**config.mk**
```make
export PLATFORM = sky130hd
export DESIGN_NAME = ulpi_phy
export DESIGN_NICKNAME = d
export VERILOG_FILES = /design/src/pkg/ulpi_pkg.sv /design/src/design/ulpi_phy.sv
export SDC_FILE = /design/constraint.sdc
export NUM_CORES = 1
export LEC_CHECK = 0
export ABC_CLOCK_PERIOD_IN_PS = 3500
export BUFFER_PORTS_ARGS = -buffer_cell sky130_fd_sc_hd__buf_2
export CAP_MARGIN = 20
export CORE_UTILIZATION = 56
export CTS_CLUSTER_DIAMETER = 30
export DETAILED_ROUTE_END_ITERATION = 10
export MAX_ROUTING_LAYER = met4
export PLACE_DENSITY = 0.88
export SLEW_MARGIN = 20
export SYNTH_ARGS = -nofsm -noshare
export SYNTH_HDL_FRONTEND = slang
export SYNTH_SLANG_ARGS = --single-unit
```
**constraint.sdc**
```tcl
create_clock -name core_clk -period 3.5 [get_ports core_clk]
set_clock_uncertainty 0.1 [all_clocks]
set_input_delay 0 -clock core_clk [delete_from_list [all_inputs] [get_ports core_clk]]
set_output_delay 0 -clock core_clk [all_outputs]
set_load 0.005 [all_outputs]
```
**src/pkg/ulpi_pkg.sv**
```systemverilog
// package of constants for the ulpi phy pin interface block
// Function
// - deselect tri-states data, direction and next
// - stop ignored while deselected
// - weak pull-downs on data, pull-up on stop
// - fault events reported by receive status commands
// - supply enable bit drives switch output low
// - active-low reset pin clears its two release flops asynchronously, registers on the next clock
// - direction defaults low, bus listens
// - direction high only with bytes for link or while blocking
// - direction high during power-up, reset, suspend
// - stop during a send drops direction on the third clock, ignored while blocking
// - next requests following byte during link send
// - next marks valid received byte
// - next low for register data and status
// - device runs on the core_clk input, bus synchronous
// - one turnaround cycle at each direction change
// - direction high, next low means status byte
package ulpi_pkg;
    // ------------------------------------------------------------
    // register map
    // ------------------------------------------------------------
    localparam logic [11:0] ULPI_CTRL_ADDR   = 12'h000;
    localparam logic [11:0] ULPI_STAT_ADDR   = 12'h004;
    localparam logic [11:0] ULPI_RXDATA_ADDR = 12'h008;
    localparam logic [11:0] ULPI_TXDATA_ADDR = 12'h00c;
    // control field positions
    localparam int CTRL_SUPPLY_EN  = 0;
    localparam int CTRL_IND_SEL    = 1;
    localparam int CTRL_IND_INV    = 2;
    localparam int CTRL_IND_BYPASS = 3;
    localparam int CTRL_SUSPEND    = 4;
    localparam int CTRL_FAULT_POL  = 5;
    localparam logic [31:0] CTRL_RESET = 32'h0000_0000;
    // status field positions
    localparam int STAT_DIR      = 0;
    localparam int STAT_RX_VALID = 1;
    localparam int STAT_TX_FULL  = 2;
    localparam int STAT_FAULT    = 3;
    localparam int STAT_ROLE     = 4;
    localparam int STAT_CMD      = 8;
    // status command supply field values
    localparam logic [1:0] SUPPLY_GOOD  = 2'h3;
    localparam logic [1:0] SUPPLY_FAULT = 2'h0;
    // reset release holding time
    localparam int RST_HOLD_CYC = 4;
    typedef enum logic [2:0] {
        ULPI_ST_BLOCK, ULPI_ST_IDLE, ULPI_ST_TURN_UP, ULPI_ST_SEND,
        ULPI_ST_TURN_DN
    } ulpi_state_t;
endpackage

```
**src/design/ulpi_phy.sv**
```systemverilog
// ulpi phy pin interface: link-facing bus engine with apb control
`timescale 1ns/1ns
module ulpi_phy
    import ulpi_pkg::*;
(
    // clock and reset
    input  wire logic        core_clk,
    input  wire logic        sys_rst,
    input  wire logic        reset_n_pin,
    // apb slave
    input  wire logic        psel,
    input  wire logic        penable,
    input  wire logic        pwrite,
    input  wire logic [11:0] paddr,
    input  wire logic [31:0] pwdata,
    output logic      [31:0] prdata,
    output logic             pready,
    output logic             pslverr,
    // ulpi bus
    input  wire logic        chip_select_n,
    input  wire logic        stop_in,
    input  wire logic [7:0]  data_in,
    output logic      [7:0]  data_out,
    output logic             data_oe,
    output logic             dir_out,
    output logic             dir_oe,
    output logic             next_out,
    output logic             next_oe,
    // misc pins
    input  wire logic        fault_pin,
    input  wire logic        cable_role_pin,
    output logic             ext_supply_switch_n,
    output logic             ext_supply_switch_oe
);
    // ------------------------------------------------------------
    // helpers
    // ------------------------------------------------------------
    // access phase of one register, taken on the edge where pready is seen
    function automatic logic reg_access(input logic        acc_i,
                                        input logic        rdy_i,
                                        input logic [11:0] addr_i,
                                        input logic [11:0] want_i);
        return acc_i & rdy_i & (addr_i == want_i);
    endfunction

    // status command byte carrying the supply state for one fault level
    function automatic logic [7:0] supply_cmd(input logic fault_i);
        return {4'h0, 2'b00, fault_i ? SUPPLY_FAULT : SUPPLY_GOOD};
    endfunction

    // states in which the device holds the direction whatever it sends
    function automatic logic owns_dir(input ulpi_state_t st_i);
        return (st_i == ULPI_ST_BLOCK) || (st_i == ULPI_ST_TURN_UP);
    endfunction

    // status register word, high fields first
    function automatic logic [31:0] status_word(input logic [7:0] cmd_i,
                                                input logic       role_i,
                                                input logic       flt_i,
                                                input logic       full_i,
                                                input logic       valid_i,
                                                input logic       dir_i);
        return {16'h0000, cmd_i, 3'b000, role_i, flt_i, full_i, valid_i, dir_i};
    endfunction

    // ------------------------------------------------------------
    // pin synchronisers
    // ------------------------------------------------------------
    logic [1:0] rst_meta;
    logic       ext_rst;
    logic [1:0] cs_s, stp_s, flt_s, role_s;
    logic [7:0] d_s0, d_s1;
    logic       sel, stp, flt, role;

    // active-low pin reset, released through two flops
    always_ff @(posedge core_clk or negedge reset_n_pin) begin
        if (!reset_n_pin) begin
            rst_meta <= 2'b00;
        end else begin
            rst_meta <= {rst_meta[0], 1'b1};
        end
    end
    assign ext_rst = sys_rst | ~rst_meta[1];

    always_ff @(posedge core_clk) begin
        cs_s   <= {cs_s[0], chip_select_n};
        stp_s  <= {stp_s[0], stop_in};
        flt_s  <= {flt_s[0], fault_pin};
        role_s <= {role_s[0], cable_role_pin};
        d_s0   <= data_in;
        d_s1   <= d_s0;
    end
    assign sel  = ~cs_s[1];
    assign stp  = stp_s[1] & sel;
    assign flt  = flt_s[1];
    assign role = role_s[1];

    // ------------------------------------------------------------
    // registers
    // ------------------------------------------------------------
    logic [31:0] ctrl;
    logic [7:0]  rx_byte;
    logic        rx_valid;
    logic [7:0]  tx_byte;
    logic        tx_full;
    logic        tx_take;
    logic        rx_put;
    logic [7:0]  status_cmd;
    logic        cmd_pending;
    logic [2:0]  rst_cnt;
    ulpi_state_t state;
    logic        wr_en, rd_en;
    logic        send_live, send_cmd, send_byte;

    assign wr_en = psel & penable & pwrite;
    assign rd_en = psel & penable & ~pwrite;

    // apb answers in the first access cycle: read data is picked in the
    // setup cycle so that no wait state is ever needed
    logic [31:0] next_prdata;
    logic        next_pslverr;

    always_comb begin
        next_prdata  = 32'h0000_0000;
        next_pslverr = 1'b0;
        if (psel & ~penable) begin
            unique case (paddr)
                ULPI_CTRL_ADDR:   next_prdata = ctrl;
                ULPI_STAT_ADDR:   next_prdata = status_word(status_cmd, role, flt,
                                                            tx_full, rx_valid, dir_out);
                ULPI_RXDATA_ADDR: next_prdata = {24'h000000, rx_byte};
                ULPI_TXDATA_ADDR: next_prdata = {24'h000000, tx_byte};
                default:          next_pslverr = (paddr > ULPI_TXDATA_ADDR);
            endcase
        end
    end

    always_ff @(posedge core_clk) begin
        if (ext_rst) begin
            prdata  <= 32'h0000_0000;
            pready  <= 1'b0;
            pslverr <= 1'b0;
        end else begin
            pready  <= psel & ~penable;
            prdata  <= next_prdata;
            pslverr <= next_pslverr;
        end
    end

    // control word, changed only on the edge that completes the access
    always_ff @(posedge core_clk) begin
        if (ext_rst) begin
            ctrl <= CTRL_RESET;
        end else if (reg_access(wr_en, pready, paddr, ULPI_CTRL_ADDR)) begin
            ctrl <= pwdata;
        end
    end

    // byte taken from link: the link fills rx, software drains it
    always_ff @(posedge core_clk) begin
        if (ext_rst) begin
            rx_byte  <= 8'h00;
            rx_valid <= 1'b0;
        end else if (rx_put) begin
            rx_byte  <= d_s1;
            rx_valid <= 1'b1; // set wins over the read clear
        end else if (reg_access(rd_en, pready, paddr, ULPI_RXDATA_ADDR)) begin
            rx_valid <= 1'b0;
        end
    end

    always_ff @(posedge core_clk) begin
        if (ext_rst) begin
            tx_byte <= 8'h00;
            tx_full <= 1'b0;
        end else if (reg_access(wr_en, pready, paddr, ULPI_TXDATA_ADDR) && !tx_full) begin
            // a write into a full buffer is dropped, software polls tx_full
            tx_byte <= pwdata[7:0];
            tx_full <= 1'b1;
        end else if (tx_take) begin
            tx_full <= 1'b0;
        end
    end

    // ------------------------------------------------------------
    // fault indication and status command
    // ------------------------------------------------------------
    logic fault_seen, fault_prev;
    assign fault_seen = ctrl[CTRL_IND_SEL] & ctrl[CTRL_IND_BYPASS]
                        & (flt ^ ctrl[CTRL_IND_INV]);
    always_ff @(posedge core_clk) begin
        if (ext_rst) begin
            fault_prev  <= 1'b0;
            cmd_pending <= 1'b0;
            status_cmd  <= 8'h00;
        end else begin
            fault_prev <= fault_seen;
            if (fault_seen != fault_prev) begin
                cmd_pending <= 1'b1;
                status_cmd  <= supply_cmd(fault_seen);
            end else if (send_cmd) begin
                // a stop during the command cycle leaves it pending for a retry
                cmd_pending <= 1'b0;
            end
        end
    end

    // ------------------------------------------------------------
    // bus engine
    // ------------------------------------------------------------
    logic        link_sending;
    ulpi_state_t next_state;
    logic [2:0]  next_rst_cnt;

    // released data lines read low through the pad pull-downs, so an
    // undriven bus never looks like a command from the link
    assign link_sending = (state == ULPI_ST_IDLE) && (d_s1 != 8'h00);

    // the link keeps priority: apart from suspend, which blocks at once, the device turns the bus
    // only while the link is quiet, and only when it holds bytes for the link
    always_comb begin
        next_state   = state;
        next_rst_cnt = rst_cnt;
        unique case (state)
            ULPI_ST_BLOCK: begin
                if (rst_cnt != 3'(RST_HOLD_CYC)) begin
                    next_rst_cnt = rst_cnt + 3'h1;
                end else if (!ctrl[CTRL_SUSPEND]) begin
                    next_state = ULPI_ST_TURN_DN;
                end
            end
            ULPI_ST_IDLE: begin
                if (ctrl[CTRL_SUSPEND]) begin
                    next_state = ULPI_ST_BLOCK;
                end else if ((cmd_pending || tx_full) && !link_sending) begin
                    next_state = ULPI_ST_TURN_UP;
                end
            end
            ULPI_ST_TURN_UP: next_state = ULPI_ST_SEND;
            ULPI_ST_SEND: begin
                if (stp || (!cmd_pending && !tx_full)) begin
                    next_state = ULPI_ST_TURN_DN;
                end
            end
            ULPI_ST_TURN_DN: next_state = ULPI_ST_IDLE;
            // unused codes fall back to blocking the bus
            default:         next_state = ULPI_ST_BLOCK;
        endcase
    end

    always_ff @(posedge core_clk) begin
        if (ext_rst) begin
            state   <= ULPI_ST_BLOCK;
            rst_cnt <= 3'h0;
        end else begin
            state   <= next_state;
            rst_cnt <= next_rst_cnt;
        end
    end

    // a send cycle carries a byte only while stop is absent
    assign send_live = (state == ULPI_ST_SEND) && !stp;
    assign send_cmd  = send_live && cmd_pending;
    assign send_byte = send_live && !cmd_pending && tx_full;

    assign tx_take = send_byte;
    assign rx_put  = link_sending && sel;

    // ------------------------------------------------------------
    // bus pins
    // ------------------------------------------------------------
    // direction: high while blocking, turning up, or holding a byte
    always_ff @(posedge core_clk) begin
        if (ext_rst) begin
            dir_out <= 1'b1;
        end else begin
            dir_out <= owns_dir(state) || send_cmd || send_byte;
        end
    end

    // next: one pulse per byte taken from the link or per data byte shown;
    // status bytes go out with next low
    always_ff @(posedge core_clk) begin
        if (ext_rst) begin
            next_out <= 1'b0;
        end else begin
            next_out <= send_byte || rx_put;
        end
    end

    // status commands outrank buffered bytes; idle data_out is held low with data_oe low
    always_ff @(posedge core_clk) begin
        if (ext_rst) begin
            data_out <= 8'h00;
        end else if (send_cmd) begin
            data_out <= status_cmd;
        end else if (send_byte) begin
            data_out <= tx_byte;
        end else begin
            data_out <= 8'h00;
        end
    end

    always_ff @(posedge core_clk) begin
        if (ext_rst) begin
            dir_oe  <= 1'b0;
            next_oe <= 1'b0;
            data_oe <= 1'b0;
        end else begin
            dir_oe  <= sel;
            next_oe <= sel;
            // data is driven only in a cycle that also raises direction, so
            // the closing send cycle already leaves the lines to the turnaround
            data_oe <= sel && (send_cmd || send_byte);
        end
    end

    // open-drain supply switch
    always_ff @(posedge core_clk) begin
        if (ext_rst) begin
            ext_supply_switch_n  <= 1'b0;
            ext_supply_switch_oe <= 1'b0;
        end else begin
            ext_supply_switch_n  <= 1'b0;
            ext_supply_switch_oe <= ctrl[CTRL_SUPPLY_EN];
        end
    end
endmodule

```
==> results_dict.tcl, run 1 <==
set metrics [dict create \
    relSlewSlack 0.4663 \
    grt_util_met1 0.3301 \
    peakVddDrop_mv 0.6297 \
    worstRegToRegCells 5 \
    r2r_slack_ps 1130 \
    htree_levels 4 \
    status "complete, no violations" \
    yosysTopAreaCellShare 0.5721 \
    crit_fanout 3 \
    grt_max_degree 57 \
    routedWlPerCell_um 17.09 \
    cts_made_buffers 17 \
    start_util 0.5827 \
    setup_viol 0 \
    p_per_area_mw_per_mm2 536.6 \
    synth_top_area_cell "dfxtp_1" \
    crit_type "primary input to flip-flop" \
    path_clk_slew_ps 60 \
    vias 4044 \
    synth_area_per_cell_sq_um 10.32 \
    grt_pass1_wl_um 19580 \
    dieArea_sq_mm 0.008488 \
    die_h_um 92.13 \
    syn2layout_area_growth_pct 42.82 \
    synth_seq_area_share 0.5831 \
    use_met3 0.07629 \
    multi_input_area_sq_mm 0.001732 \
    timing.rr.start "d_s1[4]$_DFF_P_" \
    core_sq_mm 0.007807 \
    dr.pass1.iters 7 \
    ys_top_cells_by_area "dfxtp_1 57%, a21oi_1 5.1%, nand3_1 4.7%" \
    dp_hpwl_um 6445 \
    fin_crit_ps 2933 \
    finalWirelength_um 12510 \
    drc 0 \
    rsz0062_at_grt "false" \
    synth_fp_nets 505 \
    cp-end-kind "flip-flop" \
    tns_ps 0 \
    seqCellArea_sq_mm 0.002653 \
    met2_usage 0.5553 \
    fmax_mhz 341.0 \
    worstPathArrival_ps 3240 \
    antenna_left 0 \
    cts.sinks 132 \
    cts_setup_buffers 0 \
    holdPathStages 5 \
    cp-endpoint "rx_valid$_SDFFE_PP0P_" \
    cp.required_ps 3810 \
    grt_pass1_vias 4054 \
    async_reset_ff_frac 0.01515 \
    clk_path_buf_depth 2 \
    hold_violations 0 \
    most-common-layout-cells "130 x dfxtp_1, 109 x buf_2, 76 x dlygate4sd3_1, 46 x a21oi_1, 43 x nand3_1" \
    ios 111 \
    gp_congestion 0.8270 \
    hp-class "primary input to flip-flop" \
    drive_gt1_frac 0.2683 \
    worstMarginPinSlew_ps 797.7 \
    nNetsFinal 681 \
    worstSkewPairLatency_ps 520 \
    root_buffer "clkbuf_8" \
    critPathLaunchType "primary input" \
    die_x_um 92.13 \
    ys_ff_latch 132 \
    cts_tree "yes" \
    vias_per_cell 5.525 \
    syn-cell-area_sq_mm 0.004549 \
    drt_iter0_markers 319 \
    synth-main-ff-cell "dfxtp_1" \
    maxCapViolCount 0 \
    overflow 0 \
    finalMaxSlewViolations 0 \
    holdWs_ps 125.2 \
    rr_endpoint "rx_valid$_SDFFE_PP0P_" \
    fillCellCount 416 \
    busiest_layer "met2" \
    crit_start "paddr[6]" \
    ys.warnings.count 0 \
    core.rowCount 32 \
    yosysUniqueCellTypes 46 \
    netlist_instances 441 \
    cellLeakagePower_nw 2.668 \
    period_share 0.8380 \
    port_buffers 109 \
    synth-edff-count 0 \
    grtUsageTotal 0.3152 \
    antenna_found_initial 0 \
    diodes 0 \
    layout.cells.most_common "dfxtp_1" \
]
[critical path, cell delays in order]
cell and delay (ps):
dlygate4sd3_1 530, buf_2 130, nor4_4 160, dlygate4sd3_1 660
nand3_1 120, nor4_1 340, dlygate4sd3_1 620, o21ai_0 100
dlygate4sd3_1 560
[flip-flops by register name, indices dropped and copies added, names as in the netlist, 2 cells and up]
| register | cells |
|---|---|
| d_s0 | 8 |
| role_s | 2 |
| state | 3 |
| cs_s | 2 |
| flt_s | 2 |
| d_s1 | 8 |
| rst_cnt | 3 |
| ctrl | 32 |
| tx_byte | 8 |
| prdata | 32 |
| stp_s | 2 |
| rst_meta | 2 |
| rx_byte | 8 |
| data_out | 8 |
[cells in the mapped netlist, types with 3 or more instances]
library cell / number
xor2_1: 4
o21ai_1: 6
buf_4: 6
buf_2: 6
mux2i_1: 11
mux2_2: 3
and2_1: 30
a21oi_1: 46
nand2_1: 12
nand3_1: 43
nor2b_1: 8
nand2b_1: 5
dfxtp_1: 130
nor3_1: 4
a22oi_1: 3
nor2_1: 24
clkbuf_1: 19
mux4_2: 5
o21ai_0: 37
[stage by stage]
stage | std cells | power (mW) | utilization | setup slack, ps | area [sq um]
6_report | 732 | 3.487 | 0.8322 | 567.1 | 6497
2_1_floorplan | 441 | 1.605 | - | 1884 | 4549
3_3_place_gp | 623 | 1.654 | 0.6532 | 1530 | 5100
3_5_place_dp | 623 | 1.657 | 0.6532 | 1395 | 5100
5_1_grt | 732 | 3.603 | 0.8322 | 429.8 | 6497
4_1_cts | 731 | 3.495 | 0.8284 | 743.0 | 6467
[what timing repair did]
action                                 CTS  global route
gates resized for setup                  0             0
hold buffers                            76             0
endpoints found under the hold margin   75             0
[worst min-delay path by stage]
| stage | from | end | slack (ps) |
|---|---|---|---|
| 4_1_cts | psel | prdata[1]$_SDFF_PP0_ | 80 |
| 6_report | psel | prdata[1]$_SDFF_PP0_ | 130 |
| 3_3_place_gp | reset_n_pin | rst_meta[1]$_DFF_PN0_ | -310 |
| 5_1_grt | psel | prdata[1]$_SDFF_PP0_ | 130 |
| 3_5_place_dp | reset_n_pin | rst_meta[0]$_DFF_PN0_ | -310 |
| 2_1_floorplan | reset_n_pin | rst_meta[0]$_DFF_PN0_ | -400 |
[cell type report]
cell class	instances	share of cell area
Inverter	2	0.001155
Clock buffer	17	0.06374
Timing Repair Buffer	191	0.2111
Sequential cell	132	0.4082
Clock inverter	15	0.02966
Tap cell	102	0.01964
Multi-Input combinational cell	273	0.2665
[cells by family (layout without fill, tap and decap cells)]
family	after synthesis	count (layout)	synth area share
AND/OR/NAND/NOR	144	144	0.1815
flip-flops	132	132	0.5831
AO/OA/AOI/OAI	101	101	0.1243
buffers and inverters	36	225	0.03795
multiplexers	19	19	0.05638
XOR/XNOR	5	5	0.009626
adder cells (fa/ha/maj)	2	2	0.005500
other	2	2	0.001651
[metal layers]
metal	vias to the layer above	wire, um
li1	1888	-
met1	1892	4758
met2	214	6506
met3	50	826
met4	0	416
met5	-	0
[power by group]
part / switching (mW) / internal, mW / leakage (nW) / total (mW)
logic: 0.0714 / 0.0944 / 1.30 / 0.166
registers: 0.00801 / 1.52 / 1.08 / 1.53
clock network: 0.690 / 1.10 / 0.291 / 1.79
Note: power is estimated with default switching activity, not from simulation.
==> inputs of run 2 (changes only) <==
--- a/config.mk
+++ b/config.mk
@@ -5,14 +5,15 @@
 export SDC_FILE = /design/constraint.sdc
 export NUM_CORES = 1
 export LEC_CHECK = 0
-export ABC_CLOCK_PERIOD_IN_PS = 3500
+export ABC_AREA = 1
+export ABC_CLOCK_PERIOD_IN_PS = 2720
 export BUFFER_PORTS_ARGS = -buffer_cell sky130_fd_sc_hd__buf_2
 export CAP_MARGIN = 20
-export CORE_UTILIZATION = 56
+export CORE_UTILIZATION = 53
 export CTS_CLUSTER_DIAMETER = 30
 export DETAILED_ROUTE_END_ITERATION = 10
 export MAX_ROUTING_LAYER = met4
-export PLACE_DENSITY = 0.88
+export PLACE_DENSITY = 0.84
 export SLEW_MARGIN = 20
 export SYNTH_ARGS = -nofsm -noshare
 export SYNTH_HDL_FRONTEND = slang
==> constraint.sdc (replaced) <==
create_clock -name core_clk -period 2.72 [get_ports core_clk]
set_clock_uncertainty 0.1 [all_clocks]
set_input_delay 0 -clock core_clk [delete_from_list [all_inputs] [get_ports core_clk]]
set_output_delay 0 -clock core_clk [all_outputs]
set_load 0.005 [all_outputs]
==> run 2 against run 1 <==
  * Clock power grew 39%
  * Critical endpoint is now ctrl[7]$_SDFFE_PP0P_
  * Register-to-register slack lost 720 ps
  * Wire length grew 8.9%
  * Global-route usage grew 0.22 points
  * Area after synthesis grew 3.2%
  * Largest power group unchanged
  * Die area grew 8.9%
  * Core utilization shrank 3.9 points
  * Count of clock-buffer cells in the layout is the same
  * Critical path depth grew 1
  * Critical path type unchanged
  * First-iteration DRC count grew 74%
  * Non-clock buffer count shrank 7
  * Sequential share of layout area shrank 0.91 points
==> results_dict.tcl, run 2 <==
set metrics [dict create \
    cellLeakagePower_nw 3.156 \
    dieArea_sq_mm 0.009243 \
    peakVddDrop_mv 0.6947 \
    cts.sinks 132 \
    holdPathStages 2 \
    maxCapViolCount 0 \
    dr.pass1.iters 8 \
    port_buffers 109 \
    netSwitchingPower_uw 983.1 \
    synth_fp_nets 665 \
    htree_levels 4 \
    fin_crit_ps 2496 \
    grtUsageTotal 0.3174 \
    most-common-layout-cells "133 x nor2_1, 130 x dfxtp_1, 109 x buf_2, 107 x nand2_1, 70 x dlygate4sd3_1" \
    p_per_area_mw_per_mm2 697.6 \
    ios 111 \
    synth_compound_area_frac 0.04049 \
    synth-edff-count 0 \
    hp-class "primary input to flip-flop" \
    critPathSlowestCell "dlygate4sd3_1" \
    antenna_left 0 \
    synth_fa_ha_area_frac 0.005328 \
    yosysUniqueCellTypes 28 \
    die_x_um 96.14 \
    relSlewSlack 0.3602 \
    start_util 0.5604 \
    grt_pass1_vias 4602 \
    tns_ps 0 \
    gp_congestion 0.9418 \
    crit_type "primary input to flip-flop" \
    cp-endpoint "ctrl[7]$_SDFFE_PP0P_" \
    synth_seq_area_share 0.5647 \
    ys_ff_latch 132 \
    synth_area_per_cell_sq_um 7.815 \
    slowest_delay_ps 610 \
    switching_share 0.2120 \
    root_buffer "clkbuf_8" \
    worstMarginPinSlew_ps 954.5 \
    fmax_mhz 400.7 \
    yosysTopAreaCellShare 0.5541 \
    path_clk_slew_ps 60 \
    worstSkewPairLatency_ps 530 \
    cts_made_buffers 17 \
    rr_endpoint "prdata[0]$_SDFF_PP0_" \
    drt_iter0_markers 556 \
    p_int_mw 3.654 \
    vias 4778 \
    cts_setup_buffers 0 \
    worstPathArrival_ps 2840 \
    vias_per_cell 5.327 \
    core_sq_mm 0.008382 \
    nNetsFinal 844 \
    cts_tree "yes" \
    routedWlPerCell_um 15.19 \
    async_reset_ff_frac 0.01515 \
    synthTopCellsByCount "133 x nor2_1, 130 x dfxtp_1, 107 x nand2_1" \
    synth-xor-area-share 0.001865 \
    layout.cells.most_common "nor2_1" \
    overflow 0 \
    p_seq_frac 0.424 \
    clock_power_share 0.534 \
    synth-main-ff-cell "dfxtp_1" \
    cp-end-kind "flip-flop" \
    die_h_um 96.14 \
    grt_max_degree 47 \
    r2r_slack_ps 410 \
    muxShareOfSynthArea 0 \
    rsz0062_at_grt "false" \
    synth_most_common_cell "nor2_1" \
    period_share 0.9175 \
    combPwrFrac 0.041 \
    setup_viol 0 \
    ys.warnings.count 0 \
    syn2layout_area_growth_pct 41.50 \
    critPathLaunchType "primary input" \
    drc 0 \
    crit_start "paddr[8]" \
    largestRegisters "ctrl (32), prdata (32)" \
    synth-simple-area-share 0.3013 \
    crit_fanout 12 \
    hold_violations 0 \
    antenna_found_initial 0 \
    timing.rr.start "rst_meta[1]$_DFF_PN0_" \
    ys_top_cells_by_area "dfxtp_1 55%, nor2_1 11%, nand2_1 8.6%" \
    synth_top_area_cell "dfxtp_1" \
    final_util 0.7930 \
    netlist_instances 601 \
    clk_path_buf_depth 2 \
    worstRegToRegCells 7 \
    status "complete, no violations" \
    core.rowCount 33 \
    syn-cell-area_sq_mm 0.004697 \
    fillCellCount 482 \
    finalWirelength_um 13630 \
    crit_path_cell_trace "dlygate4sd3_1, buf_2, nor2_1, dlygate4sd3_1, nand2_1, nor2_4, buf_4, nand4_1, dlygate4sd3_1, a21oi_1" \
    diodes 0 \
    synth_top_family_by_area "simple AND/OR/NAND/NOR gates" \
    finalMaxSlewViolations 0 \
    dp_hpwl_um 7177 \
    cp_common_cell "dlygate4sd3_1" \
    grt_pass1_wl_um 21290 \
    cp.required_ps 3070 \
    drive_gt1_frac 0.2033 \
]
-- run 2: cell type report --
type | count | area, sq um | share of cell area
Multi-Input combinational cell | 373 | 1669 | 0.2511
Clock buffer | 17 | 414.1 | 0.06231
Tap cell | 105 | 131.4 | 0.01977
Timing Repair Buffer | 184 | 1284 | 0.1931
Clock inverter | 14 | 225.2 | 0.03389
Sequential cell | 132 | 2653 | 0.3991
Inverter | 72 | 270.3 | 0.04066
-- run 2: per-stage QoR --
stage                     cell area [sq um]  total power [mW]  instances  hold WS, ps  setup WS [ps]
after global placement                 5294             2.118        796       -314.7          650.6
after CTS                              6634             4.619        897        1.607          95.70
after global routing                   6646             4.750        897        3.377          11.12
after detailed placement               5294             2.121        796       -313.4          591.4
after floorplan                        4697             2.056        601       -395.6           1271
final                                  6646             4.637        897        4.239          224.3
-- run 2: kinds of logic after synthesis --
group	after synthesis
AND/OR/NAND/NOR	330
XOR/XNOR	1
other	2
AO/OA/AOI/OAI	38
buffers and inverters	96
flip-flops	132
adder cells (fa/ha/maj)	2
-- run 2: how the worst min path moves through the flow --
stage	startpoint	to	slack (ps)
final	data_in[0]	d_s0[0]$_DFF_P_	4
after detailed placement	reset_n_pin	rst_meta[0]$_DFF_PN0_	-310
after global routing	stop_in	stp_s[0]$_DFF_P_	3
after global placement	reset_n_pin	rst_meta[0]$_DFF_PN0_	-310
after CTS	fault_pin	flt_s[0]$_DFF_P_	2
after floorplan	reset_n_pin	rst_meta[0]$_DFF_PN0_	-400
-- run 2: worst max-delay path: cells and delay by family --
family | cells | cell delay [ps]
AOI/OAI and AO/OA | 1 | 150
buffers and inverters | 5 | 2060
and+or+nand+nor | 4 | 620
-- run 2: repair_timing --
| item | in CTS | in global routing |
|---|---|---|
| hold buffers | 70 | 0 |
| resized for setup | 0 | 2 |
| setup endpoints to repair | 0 | 15 |
| hold endpoints to repair | 103 | 0 |
-- run 2: power groups by stage --
stage	Combinational, mW	Sequential, mW	Clock (mW)
CTS	0.181	1.97	2.47
finish	0.191	1.97	2.48
global route	0.206	1.97	2.58
detailed placement	0.112	2.01	0
global placement	0.110	2.01	0
floorplan	0.0489	2.01	0
-- run 2: layer usage --
layer  up-vias  track usage  share of wire
met5         -            -              0
met2       301       0.5106           0.49
met4         0       0.1803          0.053
met3        92      0.08373          0.088
li1       2230            -              -
met1      2155       0.3567           0.37
==> inputs of run 3 (changes only) <==
--- a/config.mk
+++ b/config.mk
@@ -5,15 +5,14 @@
 export SDC_FILE = /design/constraint.sdc
 export NUM_CORES = 1
 export LEC_CHECK = 0
-export ABC_AREA = 1
 export ABC_CLOCK_PERIOD_IN_PS = 2720
 export BUFFER_PORTS_ARGS = -buffer_cell sky130_fd_sc_hd__buf_2
 export CAP_MARGIN = 20
-export CORE_UTILIZATION = 53
+export CORE_UTILIZATION = 52
 export CTS_CLUSTER_DIAMETER = 30
 export DETAILED_ROUTE_END_ITERATION = 10
 export MAX_ROUTING_LAYER = met4
-export PLACE_DENSITY = 0.84
+export PLACE_DENSITY = 0.83
 export SLEW_MARGIN = 20
 export SYNTH_ARGS = -nofsm -noshare
 export SYNTH_HDL_FRONTEND = slang
==> run 3 against run 2 <==
  * Cell count is 19% lower
  * Count of clock-buffer cells in the layout increased by 4
  * First-iteration DRC count down 44%
  * Core utilization decreased by 2.7 points
  * Total power decreased by 1.6%
  * Worst setup slack got worse by 100 ps
  * Clock power decreased by 3%
==> results_dict.tcl, run 3 (synthesis gave the netlist of run 1 again) <==
set metrics [dict create \
    finalWirelength_um 11800 \
    ios 111 \
    drc 0 \
    p_seq_frac 0.432 \
    dieArea_sq_mm 0.009127 \
    path_clk_slew_ps 60 \
    routedWlPerCell_um 16.32 \
    syn2layout_area_growth_pct 40.35 \
    most-common-layout-cells "130 x dfxtp_1, 109 x buf_2, 62 x dlygate4sd3_1, 46 x a21oi_1, 43 x nand3_1" \
    p_int_mw 3.629 \
    dr.pass1.iters 5 \
    fin_area_sq_mm 0.006385 \
    overflow 0 \
    cp.required_ps 3020 \
    gp_congestion 0.8582 \
    placed_cells 629 \
    cts.sinks 132 \
    fmax_mhz 385.0 \
    crit_type "primary input to flip-flop" \
    worstRegToRegCells 4 \
    r2r_slack_ps 760 \
    fin_crit_ps 2597 \
    placed_area_sq_mm 0.005126 \
    hp-class "primary input to flip-flop" \
    combPwrFrac 0.042 \
    largestRegisters "ctrl (32), prdata (32)" \
    tns_ps 0 \
    cts_setup_buffers 0 \
    hp-start "stop_in" \
    antenna_found_initial 0 \
    core.rowCount 33 \
    worstPathArrival_ps 2900 \
    holdPathEnd "stp_s[0]$_DFF_P_" \
    diodes 0 \
    dp_hpwl_um 6886 \
    die_h_um 95.54 \
    period_share 0.9548 \
    cts_made_buffers 17 \
    critPathLaunchType "primary input" \
    clock_power_share 0.526 \
    core_sq_mm 0.008341 \
    antenna_left 0 \
    die_x_um 95.54 \
    fillCellCount 505 \
    cellLeakagePower_nw 2.632 \
    grt_max_degree 57 \
    holdPathStages 2 \
    rsz0062_at_grt "false" \
    drive_gt1_frac 0.2735 \
    peakVddDrop_mv 0.7802 \
    drt_iter0_markers 309 \
    layout.cells.most_common "dfxtp_1" \
    vias_per_cell 5.469 \
    nNetsFinal 669 \
    grtUsageTotal 0.2810 \
    setup_viol 0 \
    holdWs_ps 22.61 \
    cp-end-kind "flip-flop" \
    htree_levels 4 \
    root_buffer "clkbuf_8" \
    port_buffers 109 \
    status "complete, no violations" \
    finalNonFillerCells 723 \
    finalMaxSlewViolations 0 \
    cts_tree "yes" \
    grt_pass1_wl_um 18440 \
    relSlewSlack 0.5007 \
    p_total_mw 4.563 \
    netSwitchingPower_uw 933.8 \
    timing.rr.start "state[0]$_SDFFE_PP0P_" \
    worstSkewPairLatency_ps 510 \
    worstMarginPinSlew_ps 746.2 \
    hold_violations 0 \
    start_util 0.5455 \
    vias 3954 \
    maxCapViolCount 0 \
    grt_pass1_vias 3992 \
    p_per_area_mw_per_mm2 714.6 \
    crit_fanout 4 \
    clk_path_buf_depth 2 \
    rr_endpoint "rx_byte[2]$_SDFFE_PP0P_" \
    switching_share 0.2047 \
]
-- run 3: changes by cell type in the layout (fill, tap and decap cells not counted), sizes merged, moves of 11 or more --
cell / previous run / this run
a21oi: 13 / 46
and2: 0 / 30
inv: 77 / 3
mux2i: 0 / 11
nand2: 108 / 12
nand4: 15 / 2
nor2: 138 / 24
nor3: 26 / 4
o21ai: 25 / 43
-- run 3: layout make-up --
class	count	area, sq um	share of cell area
Inverter	2	7.507	0.001176
Tap cell	105	131.4	0.02058
Clock buffer	21	459.2	0.07192
Multi-Input combinational cell	273	1734	0.2716
Sequential cell	132	2653	0.4154
Timing Repair Buffer	179	1226	0.1920
Clock inverter	11	173.9	0.02724
-- run 3: timing repair --
item / in CTS / in global routing
hold buffers: 62 / 0
resized for setup: 0 / 0
endpoints found under the hold margin: 75 / 0
-- run 3: worst max-delay path, stage by stage --
cell	delay [ps]
dlygate4sd3_1	550
buf_2	140
nor4_4	230
dlygate4sd3_1	650
o211ai_1	90
dlygate4sd3_1	560
and2_1	150
dlygate4sd3_1	540
-- run 3: per-layer routing --
layer  share of wire  up-vias  global-route usage
met2            0.52      214              0.5065
met3           0.073       27             0.06300
met5               0        -                   -
met4           0.022        0              0.1169
li1                -     1864                   -
met1            0.38     1849              0.2942
-- run 3: how the worst max path moves through the flow --
stage / startpoint / end / slack (ps) / cells past startpoint
3_5_place_dp: state[0]$_SDFFE_PP0P_ / rx_byte[2]$_SDFFE_PP0P_ / 770 / 4
4_1_cts: paddr[6] / pslverr$_SDFF_PP0_ / 170 / 8
6_report: paddr[6] / pslverr$_SDFF_PP0_ / 120 / 8
5_1_grt: paddr[6] / pslverr$_SDFF_PP0_ / 50 / 8
2_1_floorplan: d_s1[4]$_DFF_P_ / rx_byte[0]$_SDFFE_PP0P_ / 1100 / 5
3_3_place_gp: state[0]$_SDFFE_PP0P_ / rx_byte[4]$_SDFFE_PP0P_ / 940 / 4
-- run 3: power groups by stage --
stage	Combinational, mW	Sequential, mW	Clock [mW]
floorplan	0.0582	2.01	0
global placement	0.119	2.01	0
detailed placement	0.123	2.01	0
CTS	0.186	1.97	2.41
global route	0.208	1.97	2.51
finish	0.192	1.97	2.40
-- run 3: stage by stage --
stage                     setup WS (ps)  utilization
after floorplan                    1104            -
after global placement            939.6       0.6146
after detailed placement          772.9       0.6146
after CTS                         172.0       0.7649
after global routing              54.53       0.7655
final                             122.8       0.7655
